### src/swsr_defines.svh
// Timing, width and reset constants of the single-wire sensor link
`ifndef SWSR_DEFINES_SVH
`define SWSR_DEFINES_SVH
`define SWSR_CLK_MHZ 10
`define SWSR_T_START_US 800
`define SWSR_T_GO_US 30
`define SWSR_T_ACK_US 80
`define SWSR_T_RDY_US 80
`define SWSR_T_LOW_US 50
`define SWSR_T_H0_US 26
`define SWSR_T_H1_US 70
`define SWSR_T_END_US 50
`define SWSR_BITS 40
`define SWSR_CNT_W 14
`define SWSR_SAMP_W 32
`define SWSR_HUM_RST 16'h0000
`define SWSR_TEMP_RST 16'h0000
`endif

### src/swsr_pkg.sv
// Types of the single-wire sensor link
package swsr_pkg;
  typedef enum logic [3:0] {
    SWSR_SLEEP, SWSR_ARMED, SWSR_GO, SWSR_ACK_LOW, SWSR_ACK_HIGH,
    SWSR_BIT_LOW, SWSR_BIT_HIGH, SWSR_END_LOW, SWSR_MEASURE
  } swsr_state_t;

  typedef struct packed {
    swsr_state_t state;
    logic [13:0] cnt;
    logic [5:0] bitn;
    logic [39:0] shift;
    logic [15:0] hum;
    logic [15:0] temp;
    logic [2:0] sync;
    logic line;
    logic sda_out;
    logic sda_oe;
    logic meas_req;
    logic frame_done;
    logic busy;
  } swsr_core_t;

  typedef struct packed {
    logic [1:0][31:0] mem;
    logic wr_idx;
    logic rd_idx;
    logic [1:0] count;
    logic in_ready;
  } swsr_buf_t;
endpackage

### src/swsr_samp_if.sv
// Sample stream between the two-entry buffer and the link engine
interface swsr_samp_if;
  logic valid;
  logic ready;
  logic [31:0] data;
  modport src(output valid, output data, input ready);
  modport snk(input valid, input data, output ready);
endinterface

### src/swsr_buf.sv
// Two-entry sample buffer with valid and ready on both sides
`include "swsr_defines.svh"
module swsr_buf
  import swsr_pkg::*;
(
  input wire logic sys_clk,
  input wire logic rstn,
  input wire logic clk_en,
  input wire logic in_valid,
  input wire logic [31:0] in_data,
  output logic in_ready,
  swsr_samp_if.src out
);
  swsr_buf_t q_reg;
  swsr_buf_t q_next;
  logic push;
  logic pop;

  assign push = in_valid && q_reg.in_ready;
  assign pop = out.ready && (q_reg.count != 2'h0);
  assign out.valid = (q_reg.count != 2'h0);
  assign out.data = q_reg.mem[q_reg.rd_idx];
  assign in_ready = q_reg.in_ready;

  always_comb begin
    q_next = q_reg;
    if (push) begin
      q_next.mem[q_reg.wr_idx] = in_data;
      q_next.wr_idx = ~q_reg.wr_idx;
    end
    if (pop) begin
      q_next.rd_idx = ~q_reg.rd_idx;
    end
    q_next.count = q_reg.count + {1'b0, push} - {1'b0, pop};
    // Ready is registered so a stall reaches the source without a combinational path
    q_next.in_ready = (q_next.count != 2'h2);
  end

  always_ff @(posedge sys_clk or negedge rstn) begin
    if (!rstn) begin
      q_reg <= '0;
      q_reg.in_ready <= 1'b1;
    end else if (clk_en) begin
      q_reg <= q_next;
    end
  end
endmodule

### src/swsr_sensor.sv
// Device end of the single-wire temperature and humidity read link
`include "swsr_defines.svh"
module swsr_sensor
  import swsr_pkg::*;
#(
  parameter int START_CYC = `SWSR_T_START_US * `SWSR_CLK_MHZ
) (
  input wire logic sys_clk,
  input wire logic rstn,
  input wire logic clk_en,
  input wire logic sda_in,
  output logic sda_out,
  output logic sda_oe,
  input wire logic samp_valid,
  input wire logic [31:0] samp_data,
  output logic samp_ready,
  output logic meas_req,
  output logic frame_done,
  output logic busy
);
  localparam logic [13:0] GO_CYC = 14'(`SWSR_T_GO_US * `SWSR_CLK_MHZ);
  localparam logic [13:0] ACK_CYC = 14'(`SWSR_T_ACK_US * `SWSR_CLK_MHZ);
  localparam logic [13:0] RDY_CYC = 14'(`SWSR_T_RDY_US * `SWSR_CLK_MHZ);
  localparam logic [13:0] LOW_CYC = 14'(`SWSR_T_LOW_US * `SWSR_CLK_MHZ);
  localparam logic [13:0] H0_CYC = 14'(`SWSR_T_H0_US * `SWSR_CLK_MHZ);
  localparam logic [13:0] H1_CYC = 14'(`SWSR_T_H1_US * `SWSR_CLK_MHZ);
  localparam logic [13:0] END_CYC = 14'(`SWSR_T_END_US * `SWSR_CLK_MHZ);
  localparam logic [13:0] START_LAST = 14'(START_CYC - 1);
  localparam logic [5:0] LAST_BIT = 6'(`SWSR_BITS - 1);

  swsr_core_t q_reg;
  swsr_core_t q_next;
  swsr_samp_if samp ();

  swsr_buf u_buf (
    .sys_clk(sys_clk),
    .rstn(rstn),
    .clk_en(clk_en),
    .in_valid(samp_valid),
    .in_data(samp_data),
    .in_ready(samp_ready),
    .out(samp)
  );

  // Sample taken only once the frame is over, so each read returns the older value
  assign samp.ready = (q_reg.state == SWSR_MEASURE);

  function automatic logic done(input logic [13:0] cnt, input logic [13:0] len);
    done = (cnt == len - 14'h0001);
  endfunction

  function automatic logic [7:0] chk(input logic [15:0] h, input logic [15:0] t);
    chk = h[15:8] + h[7:0] + t[15:8] + t[7:0];
  endfunction

  // Two's complement in, sign plus magnitude on the wire
  function automatic logic [15:0] to_sm(input logic [15:0] t);
    logic [15:0] mag;
    mag = t[15] ? (~t + 16'h0001) : t;
    to_sm = {t[15], mag[14:0]};
  endfunction

  // One table of phase lengths, so every timed state ends the same way
  function automatic logic [13:0] phase_len(input swsr_state_t st, input logic one);
    unique case (st)
      SWSR_GO: phase_len = GO_CYC;
      SWSR_ACK_LOW: phase_len = ACK_CYC;
      SWSR_ACK_HIGH: phase_len = RDY_CYC;
      SWSR_BIT_LOW: phase_len = LOW_CYC;
      SWSR_BIT_HIGH: phase_len = one ? H1_CYC : H0_CYC;
      SWSR_END_LOW: phase_len = END_CYC;
      default: phase_len = 14'h0000;
    endcase
  endfunction

  logic phase_end;
  assign phase_end = done(q_reg.cnt, phase_len(q_reg.state, q_reg.shift[39]));

  always_comb begin
    q_next = q_reg;
    q_next.meas_req = 1'b0;
    q_next.frame_done = 1'b0;
    q_next.cnt = q_reg.cnt + 14'h0001;
    q_next.sync = {q_reg.sync[1:0], sda_in};
    if (q_reg.sync[2] == q_reg.sync[1]) begin
      q_next.line = q_reg.sync[2];
    end
    unique case (q_reg.state)
      SWSR_SLEEP: begin
        q_next.sda_oe = 1'b0;
        q_next.busy = 1'b0;
        // Any high seen on two samples in a row restarts the count, so a glitch never arms the link
        if (q_reg.line) begin
          q_next.cnt = '0;
        end else if (q_reg.cnt >= START_LAST) begin
          q_next.cnt = q_reg.cnt;
          q_next.state = SWSR_ARMED;
          q_next.busy = 1'b1;
        end
      end

      SWSR_ARMED: begin
        // Count held at zero so the turnaround is timed from the release
        q_next.cnt = '0;
        if (q_reg.line) begin
          q_next.state = SWSR_GO;
        end
      end

      SWSR_GO: begin
        // Short turnaround so the host pin has really switched to input
        if (phase_end) begin
          q_next.cnt = '0;
          q_next.sda_oe = 1'b1;
          q_next.shift = {q_reg.hum, q_reg.temp, chk(q_reg.hum, q_reg.temp)};
          q_next.state = SWSR_ACK_LOW;
        end
      end

      SWSR_ACK_LOW: begin
        if (phase_end) begin
          q_next.cnt = '0;
          q_next.sda_oe = 1'b0;
          q_next.state = SWSR_ACK_HIGH;
        end
      end

      SWSR_ACK_HIGH: begin
        if (phase_end) begin
          q_next.cnt = '0;
          q_next.bitn = '0;
          q_next.sda_oe = 1'b1;
          q_next.state = SWSR_BIT_LOW;
        end
      end

      SWSR_BIT_LOW: begin
        if (phase_end) begin
          q_next.cnt = '0;
          q_next.sda_oe = 1'b0;
          q_next.state = SWSR_BIT_HIGH;
        end
      end

      SWSR_BIT_HIGH: begin
        if (phase_end) begin
          q_next.cnt = '0;
          q_next.sda_oe = 1'b1;
          // Shift only after the high phase, so shift[39] stays the bit in flight
          q_next.shift = {q_reg.shift[38:0], 1'b0};
          q_next.bitn = q_reg.bitn + 6'h01;
          q_next.state = (q_reg.bitn == LAST_BIT) ? SWSR_END_LOW : SWSR_BIT_LOW;
        end
      end

      SWSR_END_LOW: begin
        if (phase_end) begin
          q_next.cnt = '0;
          q_next.sda_oe = 1'b0;
          q_next.meas_req = 1'b1;
          q_next.state = SWSR_MEASURE;
        end
      end

      SWSR_MEASURE: begin
        // Never waits: with no sample queued the old values are kept
        q_next.cnt = '0;
        if (samp.valid) begin
          q_next.hum = samp.data[31:16];
          q_next.temp = to_sm(samp.data[15:0]);
        end
        q_next.frame_done = 1'b1;
        q_next.busy = 1'b0;
        q_next.state = SWSR_SLEEP;
      end

      default: begin
        // Unused state codes fall back to sleep with the pin released
        q_next.state = SWSR_SLEEP;
        q_next.sda_oe = 1'b0;
        q_next.busy = 1'b0;
        q_next.cnt = '0;
      end
    endcase
  end

  always_ff @(posedge sys_clk or negedge rstn) begin
    if (!rstn) begin
      q_reg <= '0;
      q_reg.state <= SWSR_SLEEP;
      q_reg.hum <= `SWSR_HUM_RST;
      q_reg.temp <= `SWSR_TEMP_RST;
      // Sync flops start at the pulled-up idle level, so no false start follows reset
      q_reg.sync <= 3'h7;
      q_reg.line <= 1'b1;
    end else if (clk_en) begin
      q_reg <= q_next;
    end
  end

  assign sda_out = q_reg.sda_out;
  assign sda_oe = q_reg.sda_oe;
  assign meas_req = q_reg.meas_req;
  assign frame_done = q_reg.frame_done;
  assign busy = q_reg.busy;
endmodule

### config.mk
export PLATFORM = sky130hd
export DESIGN_NAME = swsr_sensor
export DESIGN_NICKNAME = d
export VERILOG_FILES = /design/src/swsr_pkg.sv /design/src/swsr_samp_if.sv /design/src/swsr_buf.sv /design/src/swsr_sensor.sv
export VERILOG_INCLUDE_DIRS = /design/src
export SDC_FILE = /design/constraint.sdc
export NUM_CORES = 1
export LEC_CHECK = 0
export BUFFER_PORTS_ARGS = -buffer_cell sky130_fd_sc_hd__buf_2
export CAP_MARGIN = 25
export CORE_MARGIN = 10
export CORE_UTILIZATION = 29
export CTS_CLUSTER_DIAMETER = 100
export DETAILED_ROUTE_END_ITERATION = 16
export HOLD_SLACK_MARGIN = 0.02
export SLEW_MARGIN = 0
export SYNTH_ARGS = -nofsm -noshare
export SYNTH_HDL_FRONTEND = slang
export SYNTH_SLANG_ARGS = --single-unit
### constraint.sdc
create_clock -name sys_clk -period 5.8 [get_ports sys_clk]
set_input_delay 1.74 -clock sys_clk [delete_from_list [all_inputs] [get_ports sys_clk]]
set_output_delay 1.74 -clock sys_clk [all_outputs]
set_load 0.02 [all_outputs]
==> Word level (Yosys, flattened, before mapping) <==
Cells that the tools add are included.
{ "classes": {"addsub": 9, "order_cmp": 4, "eq_ne": 24, "mux": 32, "bitwise": 5, "reduce_logical": 23} }
{ "op_table": {"columns": ["cell", "n"], "rows": [
  ["$pmux 18 s8", 1],
  ["$mux 32", 3],
  ["$mux 18", 5],
  ["$pmux 40 s2", 1],
  ["$bwmux 64", 1],
  ["$mux 64", 1],
  ["$mux 40", 1],
  ["$pmux 10 s4", 1],
  ["$demux 32 s1", 1],
  ["$add 8x8->8", 3],
  ["$mux 24", 1],
  ["$ne 2x2->1 const B", 10],
  ["$eq 4x3->1 const B", 4],
  ["$add 15x1->15 const B", 1],
  ["$mux 15", 1],
  ["$not 15->15", 1],
  ["$add 14x1->14 const B", 1],
  ["$eq 14x14->1", 1],
  ["$ge 14x13->1 const B", 1],
  ["$mux 14", 1],
  ["$sub 14x1->14 const B", 1],
  ["$pmux 6 s2", 1],
  ["$mux 10", 1],
  ["$reduce_and 10->1", 1],
  ["other kinds (28)", 53]
]} }
{ "totals": {"ff_bits": 173, "input_bits": 37} }

==> Depth between registers and ports, before layout <==
Gate-level depths: netlist (run 1).
{ "logic_depth": {"depth_word": 7, "mapped_depth": 15, "ltp_nobuf": 12} }

==> Modules after synthesis <==
Synthesis (run 1) repeated with hierarchy kept, for this count alone.
{ "hier_totals": {"cells_unflattened": 874, "area_unflattened_um2": 9415.3} }
{ "modules_own_cells": {"columns": ["module", "n_inst", "cells_each", "area_per_inst_um2", "seq_area_each_um2"], "rows": [
  ["swsr_sensor", 1, 677, 6246.0, 2607.5],
  ["swsr_buf", 1, 197, 3169.3, 1727.9]
]} }

==> Worst setup path after synthesis (run 1) <==
Ideal clock, no wire load.
{ "synth_timing": {"path_type": "register to register", "startpoint": "register q_reg[104] in the netlist's numbering", "endpoint": "register q_reg[79] in the netlist's numbering", "setup_time_ps": 128, "arrival_time_ps": 3164, "setup_slack_ps": 2508, "path_stages_with_launch": 14, "path_buffers": 4, "cell_sequence": "dfrtp_1 > clkbuf_1 > clkbuf_1 > or2_2 > ha_1 > clkbuf_2 > xnor2_1 > a2111o_1 > a21oi_1 > nand4b_1 > or3_1 > clkbuf_1 > nor3_1 > mux2_1"} }
{ "synth_via": {"elab_chain_cells": 7, "word_cells_on_any_way": 16, "cone_classes": "add/sub (1); eq/ne (9); mux (2); reduce/logical (4)"} }
{ "synth_lines": {"columns": ["item", "line_no", "text"], "rows": [
  ["from (decl)", "swsr_sensor.sv:31", "swsr_core_t q_reg;"],
  ["from (signal assigned)", "swsr_sensor.sv:197", "q_reg <= q_next;"],
  ["$eq 4x3->1 or $eq 4x2->1 (tied branches)", "swsr_sensor.sv:65", "unique case (st)"],
  ["$reduce_or 2->1 (no line)", null, null],
  ["$pmux 10 s4", "swsr_sensor.sv:65", null],
  ["$sub 14x1->14", "swsr_sensor.sv:49", "done = (cnt == len - 14'h0001);"],
  ["$eq 14x14->1", "swsr_sensor.sv:49", null],
  ["$ne 2x2->1 (no line)", null, null],
  ["$reduce_and 4->1 (no line)", null, null]
]} }
Parallel ways exist; a longest one is shown, timed or not.
A chain may end at the register's enable or synchronous reset.

==> Worst setup path in the final report (run 1) <==
{ "layout_timing": {"startpoint": "register q_reg[101] in the netlist's numbering", "endpoint": "register q_reg[81] in the netlist's numbering"} }
{ "layout_via": {"elab_chain_cells": 7, "word_cells_on_any_way": 16, "cone_classes": "add/sub (1); eq/ne (9); mux (2); reduce/logical (4)"} }
{ "layout_lines": {"columns": ["item", "line_no"], "rows": [
  ["$eq 4x3->1, or another cell as far along", "swsr_sensor.sv:65"],
  ["$reduce_or 2->1 (no line)", null],
  ["$pmux 10 s4", "swsr_sensor.sv:65"],
  ["$sub 14x1->14", "swsr_sensor.sv:49"],
  ["$eq 14x14->1", "swsr_sensor.sv:49"],
  ["$ne 2x2->1 (no line)", null],
  ["$reduce_and 4->1 (no line)", null]
]} }
Parallel ways exist; a longest one is shown, timed or not.

==> results.py, run 1 <==
metrics = {
    "synth": {
        "synth.net_count": 940,
        "yosys_register_bits": 173,
        "ys_types": 59,
        "syn_area_per_cell_um2": 10.19,
        "synth_ff_type": "dfrtp_1",
        "ys_warn_count": 0,
        "synth_edf_count": 0,
        "async_flop_share_pct": 100.0,
        "synth_seq_area_share_pct": 48.56,
        "syn_inst": 876,
        "netlist_area_um2": 8929,
    },
    "clock_network": {
        "clk_latency_ps": 430,
        "clock_path_buffers": 2,
        "cts_hold_buf": 0,
        "clock_sinks": 173,
        "cts.clk_slew.worst_paths_ps": 70,
        "numCtsBuffers": 17,
        "cts_root_buf": "clkbuf_16",
        "cts_tree": "yes",
        "post_cts_buffers": 0,
        "cts_htree_levels": 4,
        "postCtsResizedCells": 0,
    },
    "detailed_routing": {
        "ant_nets": 0,
        "drc": 0,
        "vias_per_cell": 4.872,
        "drtPass1Iterations": 4,
        "drt-total-wl_um": 18650,
        "wl_per_cell_um": 14.41,
        "drt_iter0_drc": 367,
        "vias": 6305,
    },
    "power_and_ir_drop": {
        "ir_drop_mv": 0.3204,
        "powerDensity_nw_per_um2": 399.7,
        "p_leak_uw": 0.004323,
    },
    "floorplan": {
        "dieArea_um2": 38210,
        "die_w_um": 195.5,
        "core_um2": 30510,
        "start_util_pct": 29.27,
        "ios": 43,
        "rows": 64,
        "die_height_um": 195.5,
    },
    "final_layout": {
        "finalNonFillerCells": 1294,
        "largest_reg_flops": 98,
        "num_antenna_cells": 0,
        "final_common_cell": "dfrtp_1",
        "layout.nets": 949,
        "drive_above_1_share_pct": 18.93,
        "mostFrequentLayoutCells": "167 x dfrtp_1, 98 x nand2_1, 72 x mux2_2",
        "syn_to_final_growth_pct": 13.73,
        "finish.utilization_pct": 33.28,
    },
    "sta": {
        "setup_viol": 0,
        "drv_slew": 0,
        "totalNegativeSetupSlack_ps": 0,
        "hold_slack_ps": 480.4,
        "rsz0062_at_grt": "false",
        "post-route-min-period_ps": 3983,
        "finalHoldViolCount": 0,
        "relSlewSlack_pct": 34.83,
        "fmax_ghz": 0.2511,
        "finClkSkew_ps": 7.469,
        "fin_crit_sh_pct": 68.67,
        "max_slew.worst_pin.slew_ps": 971.1,
    },
    "critical_path": {
        "cp_max_fo": 48,
        "reg2reg_depth": 11,
        "worstPathCellList": "mux2i_1 > or2_2 > ha_1 > xnor2_1 > a2111o_1 > a21oi_1 > nand4b_1 > nor3_2 > buf_4 > nand3_1 > mux2_2",
        "startpoint": "q_reg[101]",
        "r2r_start": "q_reg[101]",
        "worstPathArrival_ps": 4300,
        "reg2reg_slack_ps": 1820,
        "critPathRequiredTime_ps": 6120,
        "critPathBufInv": 1,
        "end_kind": "flip-flop",
        "start_kind": "flip-flop",
        "worstSetupPathType": "reg2reg",
        "regToRegEndpoint": "q_reg[81]",
        "cp_slowest_cell": "dfrtp_1",
        "crit_family": "simple AND/OR/NAND/NOR gates",
        "cp_slowest_stage_delay_ps": 770,
    },
    "global_routing": {
        "grt_pass1_vias": 6253,
        "grt_overflow": 0,
        "grt_pass1_wl_um": 32290,
        "antenna_found_initial": 0,
        "grt_use_total_pct": 10.12,
        "grt_max_degree": 105,
    },
    "job": {
        "drv_cap": 0,
    },
    "hold_path": {
        "hold_depth": 2,
        "min_path_type": "reg2reg",
        "worstHoldStart": "q_next[7]",
        "min_to": "q_next[8]",
    },
    "outcome": {
        "run_status": "finished clean",
    },
    "placed_design": {
        "finalWeightedCongestion": 0.7911,
        "dpl.hpwl_um": 12820,
        "port-buffer-count": 41,
        "dp.cells": 1261,
    },
}
power by group:
part / total (uW) / switching [uW] / internal [uW]
Sequential: 1710 / 212 / 1500
Clock: 1280 / 510 / 774
Combinational: 1070 / 554 / 512
Total: 4060 / 1280 / 2780
worst reg2reg max path, stage by stage (launching register included):
cell	delay [ps]
dfrtp_1	770
mux2i_1	210
or2_2	310
ha_1	290
xnor2_1	170
a2111o_1	410
a21oi_1	120
nand4b_1	260
nor3_2	180
buf_4	460
nand3_1	330
mux2_2	350
metrics by stage:
stage / setup slack (ps) / total power (uW) / area (um^2)
2_1_floorplan: 2508 / 2534 / 8929
3_3_place_gp: 1794 / 2773 / 9462
3_5_place_dp: 1851 / 2811 / 9469
4_1_cts: 1841 / 4101 / 10130
5_1_grt: 1474 / 4324 / 10150
6_report: 1817 / 4058 / 10150
synth_stat cells (all sizes together) (17+ instances only):
library cell	n	area, um^2
a21oi	25	125.1
a31oi	44	275.3
buf	19	103.9
clkbuf	41	155.1
dfrtp	168	4204
inv	17	63.81
mux2	73	822.0
mux2i	31	310.3
nand2	99	371.6
nand3	48	240.2
nor2	70	262.8
nor3	17	85.08
o21ai	60	300.3
xnor2	23	201.4
cell families after synthesis:
kind of cell | share of synthesized area, %
simple gates | 14.60
compound gates | 12.40
flops | 48.56
mux | 12.68
buf+inv | 3.615
xor+xnor | 3.139
fa+ha+maj | 4.961
other cells | 0.04200
layout make-up:
| class | instances | area (um^2) |
|---|---|---|
| fill | 3085 | 20350 |
| sequential | 173 | 4337 |
| multi-input combinational | 626 | 4289 |
| tap | 396 | 495.5 |
| clock buffer | 17 | 425.4 |
| timing repair buffer | 50 | 311.5 |
| clock inverter | 15 | 232.7 |
| inverter | 17 | 63.81 |
per-layer routing:
metal  GRT usage [%]  share of wire, %  vias up
met5               0                 0        -
li1                -                 -     3110
met2           16.11                48       76
met4           3.281               1.4        0
met1           13.16                47     3099
met3           2.449               3.0       20
worst max path at each step:
stage,endpoint,slack (ps),cells past startpoint
6_report,q_reg[81],1820,11
5_1_grt,q_reg[81],1470,11
4_1_cts,q_reg[81],1840,11
3_5_place_dp,q_reg[81],1850,11
3_3_place_gp,q_reg[94],1790,10
2_1_floorplan,q_reg[79],2510,13
Power figures use the tool's default switching activity.
==> run 2, diff against run 1 <==
- clock period: 5.8 -> 3.95 ns (I/O delays scaled with it)
==> run 2 against run 1 <==
Sequential cell count unchanged; global-route usage down 0.053 points; via count up 0.11%; total power up 43%; sequential power up 45%; largest cell class unchanged; die area unchanged; critical path depth unchanged; clock power up 34%; maximum frequency up 14%; highest routed layer unchanged; clock skew about the same; first-iteration DRC count down 26%.
==> results.py, run 2 (same netlist as run 1, synthesis figures left out) <==
metrics = {
    "outcome": {
        "run_status": "finished clean",
    },
    "clock_network": {
        "cts_tree": "yes",
        "clk_latency_ps": 430,
        "postCtsResizedCells": 0,
        "clock_path_buffers": 2,
        "cts.clk_slew.worst_paths_ps": 60,
        "post_cts_buffers": 0,
        "numCtsBuffers": 17,
        "cts_root_buf": "clkbuf_16",
        "cts_hold_buf": 0,
        "clock_sinks": 173,
        "cts_htree_levels": 4,
    },
    "final_layout": {
        "drive_above_1_share_pct": 19.34,
        "largest_reg_flops": 98,
        "final_common_cell": "dfrtp_1",
        "syn_to_final_growth_pct": 13.80,
        "fillCellCount": 3129,
        "mostFrequentLayoutCells": "167 x dfrtp_1, 98 x nand2_1, 72 x mux2_2",
        "multi_input_area_um2": 4289,
        "regArea_um2": 4337,
        "num_antenna_cells": 0,
        "layout.nets": 956,
    },
    "floorplan": {
        "start_util_pct": 29.27,
        "core_um2": 30510,
        "die_height_um": 195.5,
        "ios": 43,
        "rows": 64,
        "die_w_um": 195.5,
        "dieArea_um2": 38210,
    },
    "critical_path": {
        "worstPathArrival_ps": 3800,
        "crit_family": "simple AND/OR/NAND/NOR gates",
        "r2r_start": "q_reg[101]",
        "startpoint": "q_reg[101]",
        "reg2reg_slack_ps": 470,
        "cp_max_fo": 9,
        "crit_path_end": "q_reg[79]",
        "cp_slowest_stage_delay_ps": 530,
        "start_kind": "flip-flop",
        "end_kind": "flip-flop",
        "critPathRequiredTime_ps": 4270,
        "worstSetupPathType": "reg2reg",
        "critical_path_cell_count": 11,
        "critPathBufInv": 0,
        "regToRegEndpoint": "q_reg[79]",
        "worstPathCellList": "nand2b_1 > nor2_1 > o21ai_0 > ha_1 > xnor2_1 > a2111o_1 > a21oi_1 > nand4b_1 > or3_1 > nor3_1 > mux2_1",
        "cp_slowest_cell": "or3_1",
        "reg2reg_depth": 11,
    },
    "global_routing": {
        "grt_max_degree": 79,
        "grt_pass1_wl_um": 32280,
        "grt_overflow": 0,
        "grt_pass1_vias": 6318,
        "antenna_found_initial": 0,
        "grt_use_total_pct": 10.06,
    },
    "placed_design": {
        "finalWeightedCongestion": 0.8344,
        "port-buffer-count": 41,
        "dpl.hpwl_um": 13040,
    },
    "sta": {
        "rsz0062_at_grt": "false",
        "finClkSkew_ps": 7.876,
        "fmax_ghz": 0.2874,
        "max_slew.worst_pin.slew_ps": 982.0,
        "hold_slack_ps": 488.4,
        "setup_viol": 0,
        "finalHoldViolCount": 0,
        "relSlewSlack_pct": 34.10,
        "fin_crit_sh_pct": 88.10,
        "post-route-min-period_ps": 3480,
        "drv_slew": 0,
        "totalNegativeSetupSlack_ps": 0,
    },
    "detailed_routing": {
        "drt_iter0_drc": 270,
        "drtPass1Iterations": 5,
        "ant_nets": 0,
        "drt-total-wl_um": 18750,
        "drc": 0,
        "vias_per_cell": 4.852,
        "vias": 6312,
        "wl_per_cell_um": 14.41,
    },
    "power_and_ir_drop": {
        "ir_drop_mv": 0.3811,
        "p_leak_uw": 0.004317,
        "powerDensity_nw_per_um2": 573.1,
    },
    "hold_path": {
        "min_path_type": "reg2reg",
    },
    "job": {
        "drv_cap": 0,
    },
}
## run 2: changes by cell type in the layout (fill, tap and decap cells not counted), sizes merged
cell,before,now
clkinvlp,0,3
buf,50,57
bufinv,5,3
inv,23,19
clkbuf,17,20
## run 2: area by class of cell
class / instances / share of cell area, %
Clock buffer: 20 / 4.396
Clock inverter: 12 / 1.576
Inverter: 17 / 0.6280
Multi-Input combinational cell: 626 / 42.21
Sequential cell: 173 / 42.68
Tap cell: 396 / 4.876
Timing Repair Buffer: 57 / 3.633
## run 2: worst min path at each step
stage | endpoint | depth (start not counted) | from
2_1_floorplan | q_reg[79] | 1 | q_reg[79]
3_3_place_gp | busy | 2 | busy
3_5_place_dp | q_reg[79] | 1 | q_reg[79]
4_1_cts | q_reg[79] | 1 | q_reg[79]
5_1_grt | q_reg[79] | 1 | q_reg[79]
6_report | q_reg[79] | 1 | q_reg[79]
## run 2: worst register-to-register path: cells and delay by family (launching register included)
family	cells	cell delay (ps)
simple gates	5	1470
compound gates	3	640
xor+xnor	1	170
mux	1	330
fa+ha+maj	1	280
flops	1	480
## run 2: routing by layer
metal  part of all wire [%]  track usage, %
met5                      0               0
met4                    1.6           3.337
met3                    2.9           2.672
met2                     47           16.19
met1                     48           12.79
## run 2: power breakdown
part           internal (uW)  total [uW]  switching, uW
Combinational            765        1630            861
Clock                   1020        1720            705
Sequential              2200        2480            278
Total                   3980        5820           1840
## run 2: stage by stage
stage | utilization, % | area (um^2) | setup WS, ps | instances | power (uW)
detailed placement | 31.32 | 9554 | 501.6 | 1269 | 4149
CTS | 33.30 | 10160 | 501.8 | 1301 | 5891
floorplan | - | 8929 | 657.9 | 876 | 3721
global route | 33.30 | 10160 | 271.6 | 1301 | 6210
global placement | 31.32 | 9554 | 522.0 | 1269 | 4100
finish | 33.30 | 10160 | 470.0 | 1301 | 5823
==> run 3, diff against run 2 <==
- CELL_PAD_IN_SITES_DETAIL_PLACEMENT: unset -> 1
- CELL_PAD_IN_SITES_GLOBAL_PLACEMENT: unset -> 1
- PLACE_DENSITY_LB_ADDON: unset -> 0.1
==> run 3 against run 2 <==
Sequential cell count did not move; die area is the same; clock power increased by 9%; critical path type unchanged; worst setup slack lost 110 ps; via count increased by 1.7%; largest cell class unchanged.
==> results.py, run 3 (same netlist as run 1, synthesis figures left out) <==
metrics = {
    "clock_network": {
        "clock_sinks": 173,
        "clock_path_buffers": 2,
        "cts_hold_buf": 0,
        "postCtsResizedCells": 0,
        "cts_htree_levels": 4,
        "cts_tree": "yes",
        "cts_root_buf": "clkbuf_16",
        "cts.clk_slew.worst_paths_ps": 70,
        "clk_latency_ps": 440,
        "numCtsBuffers": 17,
        "post_cts_buffers": 0,
    },
    "placed_design": {
        "port-buffer-count": 41,
        "finalWeightedCongestion": 0.7739,
        "dpl.hpwl_um": 16200,
        "dp_slack_ps": 389.5,
    },
    "final_layout": {
        "final_common_cell": "dfrtp_1",
        "drive_above_1_share_pct": 20.20,
        "mostFrequentLayoutCells": "167 x dfrtp_1, 98 x nand2_1, 72 x mux2_2",
        "fillCellCount": 3402,
        "num_antenna_cells": 0,
        "layout.nets": 962,
        "syn_to_final_growth_pct": 14.97,
        "largest_reg_flops": 98,
    },
    "detailed_routing": {
        "vias_per_cell": 4.913,
        "drt-total-wl_um": 23060,
        "wl_per_cell_um": 17.64,
        "wl_met2_um": 10300,
        "wl_met3_um": 577,
        "drtPass1Iterations": 4,
        "drc": 0,
        "ant_nets": 0,
        "top_layer": "met4",
        "vias": 6421,
        "wl_met1_um": 12010,
        "drt_iter0_drc": 286,
    },
    "sta": {
        "fin_crit_sh_pct": 90.98,
        "finClkSkew_ps": 9.821,
        "post-route-min-period_ps": 3594,
        "finalHoldViolCount": 0,
        "timing.final.ws_setup_ps": 356.3,
        "drv_slew": 0,
        "totalNegativeSetupSlack_ps": 0,
        "rsz0062_at_grt": "false",
        "relSlewSlack_pct": 44.90,
        "max_slew.worst_pin.slew_ps": 826.5,
        "setup_viol": 0,
        "fmax_ghz": 0.2783,
    },
    "power_and_ir_drop": {
        "p_leak_uw": 0.004375,
        "powerDensity_nw_per_um2": 591.1,
        "ir_drop_mv": 0.3195,
    },
    "hold_path": {
        "min_path_type": "reg2reg",
    },
    "critical_path": {
        "worstSetupPathType": "reg2reg",
        "crit_family": "simple AND/OR/NAND/NOR gates",
        "worstPathArrival_ps": 3920,
        "worstPathCellList": "nand2b_1 > nor2_1 > o21ai_0 > ha_1 > xnor2_1 > a2111o_1 > a21oi_1 > nand4b_1 > or3_1 > nor3_1 > mux2_1",
        "end_kind": "flip-flop",
        "cp_max_fo": 11,
        "cp_slowest_stage_delay_ps": 550,
        "start_kind": "flip-flop",
        "cp_slowest_cell": "or3_1",
        "critPathBufInv": 0,
        "critPathRequiredTime_ps": 4280,
    },
    "global_routing": {
        "grt_pass1_vias": 6745,
        "antenna_found_initial": 0,
        "grt_pass1_wl_um": 38740,
        "grt_max_degree": 106,
        "grt_overflow": 0,
        "grt_use_total_pct": 12.44,
    },
    "floorplan": {
        "die_height_um": 195.5,
        "core_um2": 30510,
        "dieArea_um2": 38210,
        "start_util_pct": 29.27,
        "die_w_um": 195.5,
        "rows": 64,
        "ios": 43,
    },
    "outcome": {
        "run_status": "finished clean",
    },
    "job": {
        "drv_cap": 0,
    },
}
run 3: cell count changes in the layout (fill, tap and decap cells not counted), moves of 2 or more:
cell,change
buf_4,+6
clkbuf_1,-2
clkinv_4,-2
clkinv_8,+2
inv_6,+3
run 3: where the power goes:
| group | internal (uW) | switching [uW] | total [uW] | leakage [uW] |
|---|---|---|---|---|
| registers | 2200 | 279 | 2470 | 0.00223 |
| clock network | 1090 | 798 | 1880 | 0.000314 |
| logic | 776 | 934 | 1710 | 0.00183 |
run 3: through the flow:
stage                     cells  instance area [um^2]  power, uW  hold WS, ps  utilization (%)
after floorplan             876                  8929       3721        457.7                -
after global placement     1275                  9609       4234        482.3            31.50
after detailed placement   1275                  9609       4265        482.3            31.50
after CTS                  1307                 10260       6196        499.7            33.65
after global routing       1307                 10260       6517        499.6            33.65
final                      1307                 10260       6068        490.7            33.65
run 3: worst paths after layout:
path	end	cells past startpoint	slack, ps	start
worst min register to register	q_next[8]	2	490	q_next[7]
max in group asynchronous	u_buf.q_reg[3]	2	2610	rstn
worst max-delay path	q_reg[79]	11	360	q_reg[101]
worst min-delay path	q_next[8]	2	490	q_next[7]
min in group asynchronous	busy	1	530	rstn
worst max register to register	q_reg[79]	11	360	q_reg[101]
run 3: area by class of cell:
type                            count  area (um^2)  share of cell area, %
Sequential cell                   173         4337                  42.25
Clock inverter                     15        230.2                  2.243
Inverter                           17        63.81                 0.6217
Tap cell                          396        495.5                  4.827
Multi-Input combinational cell    626         4299                  41.88
Clock buffer                       17        425.4                  4.144
Timing Repair Buffer               63        414.1                  4.035
run 3: tightest hold or removal path, stage by stage (launching register included):
cell     delay, ps
dfstp_2        370
nand2_1         50
o21ai_0         70
run 3: routing by layer:
metal | up-vias | global-route usage (%)
met1 | 3232 | 17.59
met4 | 0 | 2.885
met2 | 47 | 18.63
met3 | 10 | 3.015
met5 | - | 0
li1 | 3132 | -
